File: src/design/sa_pkg.sv
// Shared constants, codes and carrier types for the sampling converter sequencer
package sa_pkg;

  // Register port offsets
  localparam logic [2:0] SA_OFS_CTRL   = 3'h0; // converter_control_reg
  localparam logic [2:0] SA_OFS_CFG    = 3'h1; // converter_config_reg
  localparam logic [2:0] SA_OFS_ACC    = 3'h2; // accumulator_config_reg
  localparam logic [2:0] SA_OFS_RESH   = 3'h3; // result_high_byte
  localparam logic [2:0] SA_OFS_RESL   = 3'h4; // result_low_byte
  localparam logic [2:0] SA_OFS_DCDC   = 3'h5; // dcdc_config_reg

  // Control register fields
  localparam int SA_CTRL_MODE_LSB = 0;  // start_mode_field [2:0]
  localparam int SA_CTRL_BUSY     = 3;  // conversion_busy_bit
  localparam int SA_CTRL_EOC      = 4;  // end_of_conversion_flag
  localparam int SA_CTRL_IRQEN    = 5;  // end-of-conversion interrupt enable
  localparam int SA_CTRL_BURST    = 6;  // burst_mode_enable
  // Config register field
  localparam int SA_CFG_DIV_LSB   = 3;  // clock_divider_field [7:3]
  // Accumulator config fields
  localparam int SA_ACC_RPT_LSB   = 0;  // repeat_count_field [2:0]
  localparam int SA_ACC_FMT_LSB   = 3;  // result_format_field [5:3]
  // Dc-dc config fields
  localparam int SA_DCDC_SYNC     = 0;  // synchronise starts to converter
  localparam int SA_DCDC_INV      = 1;  // sync_clock_invert_bit

  // Reset values
  localparam logic [7:0] SA_CTRL_RST = 8'h00;
  localparam logic [7:0] SA_CFG_RST  = 8'hF8;
  localparam logic [7:0] SA_ACC_RST  = 8'h00;
  localparam logic [7:0] SA_DCDC_RST = 8'h00;

  // Start-mode codes
  localparam logic [2:0] SA_CM_SOFT = 3'h0;
  localparam logic [2:0] SA_CM_TMR0 = 3'h1;
  localparam logic [2:0] SA_CM_TMR2 = 3'h2;
  localparam logic [2:0] SA_CM_TMR3 = 3'h3;
  localparam logic [2:0] SA_CM_EXT  = 3'h4;
  localparam logic [2:0] SA_CM_TMR1 = 3'h5;

  // Format codes
  localparam logic [2:0] SA_FMT_RIGHT = 3'h0;
  localparam logic [2:0] SA_FMT_LEFT  = 3'h4;

  // Sync hold-off: one converter clock period at its slowest
  localparam int SA_CLK_NS       = 10;
  localparam int SA_SYNC_MAX_NS  = 625;
  localparam int SA_SYNC_MAX_CYC = SA_SYNC_MAX_NS / SA_CLK_NS;

  // Register port request
  typedef struct packed {
    logic [2:0] addr;
    logic       wr;
    logic       rd;
    logic [7:0] wdata;
  } sa_sfr_req_t;

  // Timer overflow strobes
  typedef struct packed {
    logic t0Ovf;
    logic t1Ovf;
    logic t2LowOvf;
    logic t2HighOvf;
    logic t2Mode16;
    logic t3LowOvf;
    logic t3HighOvf;
    logic t3Mode16;
  } sa_timer_t;

endpackage : sa_pkg

File: src/design/sa_clk_div.sv
// Conversion clock divider: one tick every (divide+1) source ticks
`timescale 1ns/1ps
module sa_clk_div #(
  parameter int DIV_W = 5
) (
  input  wire logic             clk,
  input  wire logic             rst_n,
  input  wire logic             srcTick,  // One source edge seen
  input  wire logic [DIV_W-1:0] divide,   // Divide by value plus one
  output logic                  divTick   // Divided tick, registered
);

  logic [DIV_W-1:0] count;  // Source edges since last tick

  // Count source edges, wrap at the divide value
  always_ff @(posedge clk) begin
    if (!rst_n) begin
      count   <= '0;
      divTick <= 1'b0;
    end else begin
      divTick <= 1'b0;
      if (srcTick) begin
        if (count >= divide) begin
          count   <= '0;
          divTick <= 1'b1;
        end else begin
          count <= count + 1'b1;
        end
      end
    end
  end

endmodule : sa_clk_div

File: src/design/sa_sequencer.sv
// Converter start sequencer, sample accumulator and result formatter
//
// How it works
// RULE1 - Single sample right-justified, upper bits zero
// RULE2 - Format 100 left-justifies ten bits
// RULE3 - Series summed, result written after last
// RULE4 - Repeat field picks 1,4,8,16,32,64 samples
// RULE5 - Software keeps right format when repeating
// RULE6 - Format shifts accumulator right one-three
// RULE7 - Conversion clock from system or oscillator
// RULE8 - Start mode selects one of trigger sources
// RULE9 - Busy high during conversion, cleared after
// RULE10 - Busy fall sets flag, raises interrupt; code sets the flag only when the last sample of a series arrives
// RULE11 - Software polls the flag, not busy
// RULE12 - Timer 2/3 overflow byte follows width
// RULE13 - Software makes crossbar skip the start pin
// RULE14 - Sync mode waits for converter sync
// RULE15 - Sync mode clocks from converter, divide one
// RULE16 - Invert bit flips converter clock polarity
// RULE17 - Software clears sync in two-cell mode
// RULE18 - Flag set only after full repeat count
// RULE19 - Start mode 100 uses external input
// RULE20 - Triggers ignored while series in progress
`timescale 1ns/1ps
module sa_sequencer
  import sa_pkg::*;
#(
  parameter int CODE_W = 10,  // Converter code width
  parameter int ACC_W  = 16   // Accumulator width
) (
  input  wire logic              clk,
  input  wire logic              rst_n,
  input  wire sa_sfr_req_t       sfrReq,      // Register port request
  output logic [7:0]             sfrRdata,    // Read data, one cycle later
  input  wire sa_timer_t         timers,      // Timer overflow strobes
  input  wire logic              extStart,    // external_start_input level
  input  wire logic              lpOscClk,    // Low-power oscillator level
  input  wire logic              dcdcClk,     // Dc-dc converter clock level
  input  wire logic              dcdcSync,    // Dc-dc quiet-phase sync level
  input  wire logic              sarDone,     // Analog conversion finished
  input  wire logic [CODE_W-1:0] sarCode,     // Code with sarDone
  output logic                   sarStart,    // Start pulse to analog core
  output logic                   convClkTick, // Conversion clock tick
  output logic                   busy,        // Busy bit mirror
  output logic                   eocIrq       // Interrupt request level
);

  ////////////////////////////////////////////////////////////////////////
  // Registers and state

  typedef enum logic [1:0] {SA_IDLE, SA_SYNC, SA_START, SA_CONV} sa_state_t;

  sa_state_t        state;      // Sequencer state
  logic [2:0]       startMode;  // start_mode_field
  logic             eocFlag;    // end_of_conversion_flag
  logic             irqEn;      // Interrupt enable
  logic             burst_mode_enable;    // burst_mode_enable
  logic [4:0]       clkDiv;     // clock_divider_field
  logic [2:0]       rptCode;    // repeat_count_field
  logic [2:0]       fmtCode;    // result_format_field
  logic             syncEn;     // Dc-dc synchronisation
  logic             clkInv;     // sync_clock_invert_bit
  logic [ACC_W-1:0] acc;        // Running sum
  logic [ACC_W-1:0] result;     // Formatted result pair
  logic [6:0]       doneCnt;    // Samples taken in this series
  logic [6:0]       syncWait;   // Cycles spent waiting for sync
  logic             extPrev;    // External start, last cycle
  logic             lpPrev;     // Oscillator, last cycle
  logic             dcPrev;     // Converter clock, last cycle
  logic             syncPrev;   // Sync, last cycle

  logic             wrCtrl;     // Control register write
  logic             trigger;    // Selected start event
  logic             syncEdge;   // Rising sync edge
  logic             srcTick;    // Selected clock source edge
  logic [6:0]       rptTarget;  // Samples per series
  logic             lastDone;   // Final sample of series arrives
  logic [ACC_W-1:0] sumNext;    // Sum including current code
  logic [ACC_W-1:0] next_result; // Formatted sum

  assign wrCtrl = sfrReq.wr && (sfrReq.addr == SA_OFS_CTRL);

  ////////////////////////////////////////////////////////////////////////
  // Trigger selection

  // Edge history for pins sampled on clk
  always_ff @(posedge clk) begin
    if (!rst_n) begin
      extPrev  <= 1'b0;
      lpPrev   <= 1'b0;
      dcPrev   <= 1'b0;
      syncPrev <= 1'b0;
    end else begin
      extPrev  <= extStart;
      lpPrev   <= lpOscClk;
      dcPrev   <= dcdcClk;
      syncPrev <= dcdcSync;
    end
  end

  assign syncEdge = dcdcSync && !syncPrev;

  // Pick the start event for the programmed mode
  always_comb begin
    unique case (startMode)
      SA_CM_SOFT: trigger = wrCtrl && sfrReq.wdata[SA_CTRL_BUSY];      // RULE8
      SA_CM_TMR0: trigger = timers.t0Ovf;                              // RULE8
      SA_CM_TMR1: trigger = timers.t1Ovf;
      // Timer width decides which byte overflow counts
      SA_CM_TMR2: trigger = timers.t2Mode16 ? timers.t2HighOvf
                                            : timers.t2LowOvf;         // RULE12
      SA_CM_TMR3: trigger = timers.t3Mode16 ? timers.t3HighOvf
                                            : timers.t3LowOvf;         // RULE12
      SA_CM_EXT:  trigger = extStart && !extPrev;                      // RULE19
      default:    trigger = 1'b0;  // Codes 110 and 111 start nothing
    endcase
  end

  ////////////////////////////////////////////////////////////////////////
  // Conversion clock source and divider

  // Burst uses the oscillator, sync mode the converter clock
  always_comb begin
    if (syncEn) begin
      // Inverted clock counts falling edges instead
      srcTick = clkInv ? (!dcdcClk && dcPrev) : (dcdcClk && !dcPrev); // RULE15 RULE16
    end else if (burst_mode_enable) begin
      srcTick = lpOscClk && !lpPrev;                                  // RULE7
    end else begin
      srcTick = 1'b1;                                                 // RULE7
    end
  end

  // Software sets divide 00000 in sync mode, so every edge ticks
  sa_clk_div #(.DIV_W(5)) u_div (
    .clk     (clk),
    .rst_n   (rst_n),
    .srcTick (srcTick),
    .divide  (clkDiv),
    .divTick (convClkTick)
  );

  ////////////////////////////////////////////////////////////////////////
  // Series bookkeeping

  // Repeat code to sample count; spare codes fall back to one
  always_comb begin
    unique case (rptCode)
      3'h1:    rptTarget = 7'h04;  // RULE4
      3'h2:    rptTarget = 7'h08;
      3'h3:    rptTarget = 7'h10;
      3'h4:    rptTarget = 7'h20;
      3'h5:    rptTarget = 7'h40;
      default: rptTarget = 7'h01;
    endcase
  end

  assign sumNext  = acc + ACC_W'(sarCode);                             // RULE3
  assign lastDone = (state == SA_CONV) && sarDone && (doneCnt + 7'h01 >= rptTarget);

  // Formatting; left form assumes a single sample (software keeps it so)
  always_comb begin
    unique case (fmtCode)
      3'h0:    next_result = sumNext;                                  // RULE1
      3'h1:    next_result = sumNext >> 1;                             // RULE6
      3'h2:    next_result = sumNext >> 2;                             // RULE6
      3'h3:    next_result = sumNext >> 3;                             // RULE6
      default: next_result = {sumNext[CODE_W-1:0], (ACC_W-CODE_W)'(0)}; // RULE2
    endcase
  end

  ////////////////////////////////////////////////////////////////////////
  // Sequencer

  // Triggers outside idle fall through unanswered
  always_ff @(posedge clk) begin
    if (!rst_n) begin
      state    <= SA_IDLE;
      syncWait <= '0;
    end else begin
      unique case (state)
        SA_IDLE: begin
          if (trigger) begin
            state    <= syncEn ? SA_SYNC : SA_START;                   // RULE14
            syncWait <= '0;
          end
        end
        SA_SYNC: begin
          // Converter sync comes within one period; timeout guards a stall
          syncWait <= syncWait + 7'h01;
          if (syncEdge || syncWait >= 7'(SA_SYNC_MAX_CYC)) begin
            state <= SA_START;                                         // RULE14
          end
        end
        SA_START: state <= SA_CONV;
        SA_CONV: begin
          if (sarDone) begin
            if (lastDone || !burst_mode_enable) begin
              state <= SA_IDLE;                                        // RULE9
            end else begin
              state    <= syncEn ? SA_SYNC : SA_START;
              syncWait <= '0;
            end
          end
        end
      endcase
    end
  end

  // Start pulse, busy mirror
  always_ff @(posedge clk) begin
    if (!rst_n) begin
      sarStart <= 1'b0;
      busy     <= 1'b0;
    end else begin
      sarStart <= (state == SA_START);
      // Busy follows the next state so it falls with completion
      busy     <= (state == SA_IDLE) ? trigger
                : !((state == SA_CONV) && sarDone && (lastDone || !burst_mode_enable)); // RULE9 RULE20
    end
  end

  // Accumulator, sample count, result update at series end
  always_ff @(posedge clk) begin
    if (!rst_n) begin
      acc     <= '0;
      doneCnt <= '0;
      result  <= '0;
    end else if ((state == SA_CONV) && sarDone) begin
      if (lastDone) begin
        acc     <= '0;
        doneCnt <= '0;
        result  <= next_result;                                        // RULE3
      end else begin
        acc     <= sumNext;                                            // RULE3
        doneCnt <= doneCnt + 7'h01;
      end
    end
  end

  ////////////////////////////////////////////////////////////////////////
  // Register port

  // Control fields; a series end beats a software clear of the flag
  always_ff @(posedge clk) begin
    if (!rst_n) begin
      startMode <= SA_CTRL_RST[SA_CTRL_MODE_LSB +: 3];
      irqEn     <= SA_CTRL_RST[SA_CTRL_IRQEN];
      burst_mode_enable   <= SA_CTRL_RST[SA_CTRL_BURST];
      eocFlag   <= SA_CTRL_RST[SA_CTRL_EOC];
    end else begin
      if (wrCtrl) begin
        startMode <= sfrReq.wdata[SA_CTRL_MODE_LSB +: 3];
        irqEn     <= sfrReq.wdata[SA_CTRL_IRQEN];
        burst_mode_enable   <= sfrReq.wdata[SA_CTRL_BURST];
        eocFlag   <= sfrReq.wdata[SA_CTRL_EOC];
      end
      if (lastDone) begin
        eocFlag <= 1'b1;                                               // RULE10 RULE18
      end
    end
  end

  // Configuration registers
  always_ff @(posedge clk) begin
    if (!rst_n) begin
      clkDiv  <= SA_CFG_RST[SA_CFG_DIV_LSB +: 5];
      rptCode <= SA_ACC_RST[SA_ACC_RPT_LSB +: 3];
      fmtCode <= SA_ACC_RST[SA_ACC_FMT_LSB +: 3];
      syncEn  <= SA_DCDC_RST[SA_DCDC_SYNC];
      clkInv  <= SA_DCDC_RST[SA_DCDC_INV];
    end else if (sfrReq.wr) begin
      if (sfrReq.addr == SA_OFS_CFG) clkDiv <= sfrReq.wdata[SA_CFG_DIV_LSB +: 5];
      if (sfrReq.addr == SA_OFS_ACC) begin
        rptCode <= sfrReq.wdata[SA_ACC_RPT_LSB +: 3];
        fmtCode <= sfrReq.wdata[SA_ACC_FMT_LSB +: 3];
      end
      if (sfrReq.addr == SA_OFS_DCDC) begin
        syncEn <= sfrReq.wdata[SA_DCDC_SYNC];
        clkInv <= sfrReq.wdata[SA_DCDC_INV];
      end
    end
  end

  // Read data and interrupt output, both registered
  always_ff @(posedge clk) begin
    if (!rst_n) begin
      sfrRdata <= 8'h00;
      eocIrq   <= 1'b0;
    end else begin
      eocIrq <= eocFlag && irqEn;                                      // RULE10
      if (sfrReq.rd) begin
        unique case (sfrReq.addr)
          SA_OFS_CTRL: sfrRdata <= {1'b0, burst_mode_enable, irqEn, eocFlag, busy, startMode};
          SA_OFS_CFG:  sfrRdata <= {clkDiv, 3'h0};
          SA_OFS_ACC:  sfrRdata <= {2'h0, fmtCode, rptCode};
          SA_OFS_RESH: sfrRdata <= result[15:8];
          SA_OFS_RESL: sfrRdata <= result[7:0];
          SA_OFS_DCDC: sfrRdata <= {6'h00, clkInv, syncEn};
          default:     sfrRdata <= 8'h00;
        endcase
      end else begin
        sfrRdata <= 8'h00;
      end
    end
  end
endmodule : sa_sequencer

File: config.mk
export PLATFORM = sky130hd
export DESIGN_NAME = sa_sequencer
export DESIGN_NICKNAME = d
export VERILOG_FILES = /design/src/design/sa_pkg.sv /design/src/design/sa_clk_div.sv /design/src/design/sa_sequencer.sv
export SDC_FILE = /design/constraint.sdc
export NUM_CORES = 1
export LEC_CHECK = 0
export BUFFER_PORTS_ARGS = -buffer_cell sky130_fd_sc_hd__buf_2
export CORE_UTILIZATION = 60
export CTS_BUF_LIST = sky130_fd_sc_hd__clkbuf_8 sky130_fd_sc_hd__clkbuf_16
export CTS_CLUSTER_SIZE = 24
export DETAILED_ROUTE_END_ITERATION = 12
export HOLD_SLACK_MARGIN = 0.12
export PLACE_DENSITY_LB_ADDON = 0.2
export SYNTH_ARGS = -nofsm -noshare
export SYNTH_HDL_FRONTEND = slang
export SYNTH_SLANG_ARGS = --single-unit
File: constraint.sdc
create_clock -name clk -period 4.17 [get_ports clk]
set_clock_uncertainty 0.2 [all_clocks]
set_input_delay 0.417 -clock clk [delete_from_list [all_inputs] [get_ports clk]]
set_output_delay 0.417 -clock clk [all_outputs]
set_load 0.1 [all_outputs]
==> flow_metrics.py <==
metrics = {
    "outcome": {
        "status": "finished, final reports clean",
    },
    "floorplan": {
        "io-pin-count": 50,
        "die_h_um": 96.3,
        "initial_utilization_pct": 61.5,
        "die_area_um2": 9270,
        "core_um2": 8680,
        "rows": 34,
        "die_x_um": 96.3,
    },
    "yosys": {
        "avgSynthCellArea_um2": 8.28,
        "yosysSeqAreaShare_pct": 33.0,
        "synthCells": 644,
        "synth-warning-count": 0,
        "mappedNetlistNets": 708,
        "synth_top_family_by_area": "simple AND/OR/NAND/NOR gates",
        "synthMuxAreaShare_pct": 7.43,
        "synth_commonest_cells": "dfxtp_1, nand2_1, nor2_1, o21ai_0, a21oi_1",
        "synth_top_area_share_pct": 33.0,
        "synthAdderAreaFrac_pct": 6.24,
        "yosys.area_share.simple_pct": 23.5,
        "synth_xor_area_share_pct": 3.45,
        "synth.most_common_cell": "dfxtp_1",
        "syn_area_um2": 5340,
        "synth_top_cell_by_area": "dfxtp_1",
        "yosys.cell_types.count": 70,
        "synth_ff_type": "dfxtp_1",
        "async_reset_ff_share_pct": 0,
        "synth-seq-cells": 88,
        "synth-compound-area-share_pct": 21.9,
        "synthTopCellsByArea": "dfxtp_1, ha_1, mux2i_1",
        "synth_edf_count": 0,
    },
    "clock_tree": {
        "cts-root-buf": "clkbuf_8",
        "cts_num_sinks": 88,
        "clk_latency_ns": 0.36,
        "clk_pin_slew_worst_paths_ns": 0.09,
        "cts_tree": "yes",
        "cts_buffers": 9,
        "clock_path_buffers": 2,
        "htree_levels": 3,
    },
    "timing": {
        "finalSetupViolCount": 0,
        "layout_min_cycle_time_ns": 3.37,
        "rsz0062_at_grt": "false",
        "finalMaxSlewViolations": 0,
        "fmax_mhz": 297,
        "tns_ns": 0,
        "slew_headroom_pct": 37.7,
        "period_share_pct": 80.8,
        "hold_viol": 0,
        "worstMarginPinSlew_ns": 0.934,
    },
    "global_routing": {
        "antenna_found_initial": 0,
        "grt_max_degree": 53,
        "grt_overflow": 0,
        "grt_pass1_vias": 4345,
        "grt_use_total_pct": 29.6,
        "grt_pass1_wl_um": 21100,
    },
    "drt": {
        "drt-total-wl_um": 13200,
        "drc": 0,
        "drtIter0Drc": 375,
        "drtPass1Iterations": 5,
        "vias": 4857,
        "postRouteAntennaNets": 0,
        "wl_per_cell_um": 16.9,
        "vias_per_cell": 6.21,
    },
    "worst_hold_path": {
        "hold_depth": 3,
        "hold_path_class": "input pin to flop",
        "hold_end": "clkDiv[2]$_SDFFE_PN1P_",
        "min-delay-start": "sfrReq[5]",
    },
    "power": {
        "power_frac_comb_pct": 10.5,
        "max-vdd-ir-drop_v": 0.000151,
        "power_density_nw_per_um2": 302,
        "p_int_mw": 1.32,
        "leakage_nw": 2.33,
        "seqPwrFrac_pct": 49.1,
        "netSwitchingPower_mw": 0.449,
        "swShare_pct": 25.4,
        "clockPowerShare_pct": 40.4,
    },
    "finish": {
        "syn2layout_area_growth_pct": 9.78,
        "fin_util_pct": 67.5,
        "final_layout_size_suffix_gt1_share_pct": 13.4,
        "register_area_um2": 1760,
        "fin_nets": 734,
        "multi_input_area_um2": 3330,
        "nFillCells": 731,
        "antenna_cells": 0,
    },
    "critical_path": {
        "r2r-end": "result[4]$_SDFFE_PN0P_",
        "crit_start": "doneCnt[0]$_SDFFE_PN0P_",
        "critPathMaxFanout": 17,
        "cp.required_ns": 4.22,
        "cp_cell_sequence": "ha_1 -> and3_1 -> nand3_1 -> xnor2_1 -> ha_1 -> a2111oi_0 -> o21ai_1 -> and2_1 -> nand2_2 -> nor2_1 -> and2_1 -> a32o_1",
        "worst-r2r-cell-count": 12,
        "reg2reg_from": "doneCnt[0]$_SDFFE_PN0P_",
        "crit_path_top_delay_cell": "dfxtp_1",
        "crit_type": "flop to flop",
        "ff2ff_setup_slack_ns": 0.80,
        "cp_data_arrival_time_ns": 3.42,
        "endpoint_kind": "flop",
        "worst_path_largest_cell_delay_ns": 0.40,
        "worst_setup_path_start_kind": "flop",
    },
    "placed_design": {
        "portBuffers": 49,
        "gp_congestion": 0.911,
        "dp_hpwl_um": 9470,
    },
    "run": {
        "drv_cap": 0,
    },
}
-- cell families after synthesis --
group | Yosys count
flip-flops | 88
AO/OA/AOI/OAI | 173
adder cells (fa/ha/maj) | 26
buffers and inverters | 59
multiplexers | 35
AND/OR/NAND/NOR | 242
XOR/XNOR | 21
-- cell usage in the layout, fill, tap and decap left out, drive strengths merged, types with 7 or more instances in the layout --
cell     n
a21o     8
nand2   59
nor2b   29
mux2i   25
a21boi  10
buf     53
nor2    43
o211ai   9
o21ai   48
inv     15
and3    10
nand3   28
xor2    11
dfxtp   88
xnor2   10
a21oi   38
nor3    19
clkbuf   9
a31oi    7
nand3b   7
mux2     7
a211oi   7
ha      25
and2    15
-- power groups by stage --
stage	Sequential [mW]	Clock, mW	Combinational, mW
global placement	0.888	0	0.173
CTS	0.869	0.721	0.183
global route	0.872	0.754	0.203
floorplan	0.895	0	0.118
detailed placement	0.888	0	0.177
finish	0.869	0.715	0.185
-- worst max-delay path by stage --
stage | end | slack [ns] | cells past startpoint
after floorplan | result[5]$_SDFFE_PN0P_ | 1.21 | 11
after detailed placement | result[3]$_SDFFE_PN0P_ | 0.84 | 12
final | result[4]$_SDFFE_PN0P_ | 0.80 | 12
after global routing | result[9]$_SDFFE_PN0P_ | 0.53 | 12
after global placement | result[2]$_SDFFE_PN0P_ | 0.99 | 12
after CTS | result[4]$_SDFFE_PN0P_ | 0.81 | 12
-- flip-flops by register name, indices dropped and copies added (netlist names) --
register	count
doneCnt	7
lpPrev	1
irqEn	1
syncEn	1
startMode	3
syncWait	7
state	2
sfrRdata	8
rptCode	3
syncPrev	1
burst_mode_enable	1
acc	16
clkInv	1
eocFlag	1
u_div.divTick	1
dcPrev	1
sarStart	1
u_div.count	5
extPrev	1
eocIrq	1
clkDiv	5
busy	1
result	16
fmtCode	3
-- repair_timing --
| action | CTS | global route |
|---|---|---|
| setup buffers | 0 | 0 |
| hold endpoints to repair | 6 | 0 |
| resized for setup | 0 | 0 |
| hold buffers | 6 | 0 |
-- final cells by class --
class | instances | area share [%]
clock buffers | 9 | 2.11
clock inverters | 6 | 1.88
inverters | 15 | 0.961
multi-input cells | 497 | 56.9
flip-flops and latches | 88 | 30.1
well taps | 108 | 2.31
repair buffers | 59 | 5.73
-- stage by stage --
stage | hold WS [ns] | worst slack (ns) | instances | cell area [µm²] | total power [mW]
3_5_place_dp | 0.275 | 0.838 | 761 | 5560 | 1.07
6_report | 0.133 | 0.801 | 782 | 5860 | 1.77
4_1_cts | 0.127 | 0.813 | 782 | 5860 | 1.77
3_3_place_gp | 0.257 | 0.987 | 761 | 5560 | 1.06
2_1_floorplan | 0.238 | 1.21 | 644 | 5340 | 1.01
5_1_grt | 0.142 | 0.526 | 782 | 5860 | 1.83
-- worst max-delay path, delay by kind of cell (launching register included) --
kind | cells | cell delay [ns]
AO/OA/AOI/OAI | 3 | 0.69
flip-flops | 1 | 0.40
XOR/XNOR | 1 | 0.17
AND/OR/NAND/NOR | 6 | 1.31
adder cells (fa/ha/maj) | 2 | 0.48
-- routing by layer --
metal	GRT usage, %	up-vias	share of wire [%]	routed length [µm]
li1	-	2379	-	-
met4	9.07	0	2.5	325
met3	5.69	32	6.2	825
met2	47.6	171	46	6130
met5	0	-	0	0
met1	40.0	2275	45	5940
Note: power is estimated with default switching activity, not from simulation.
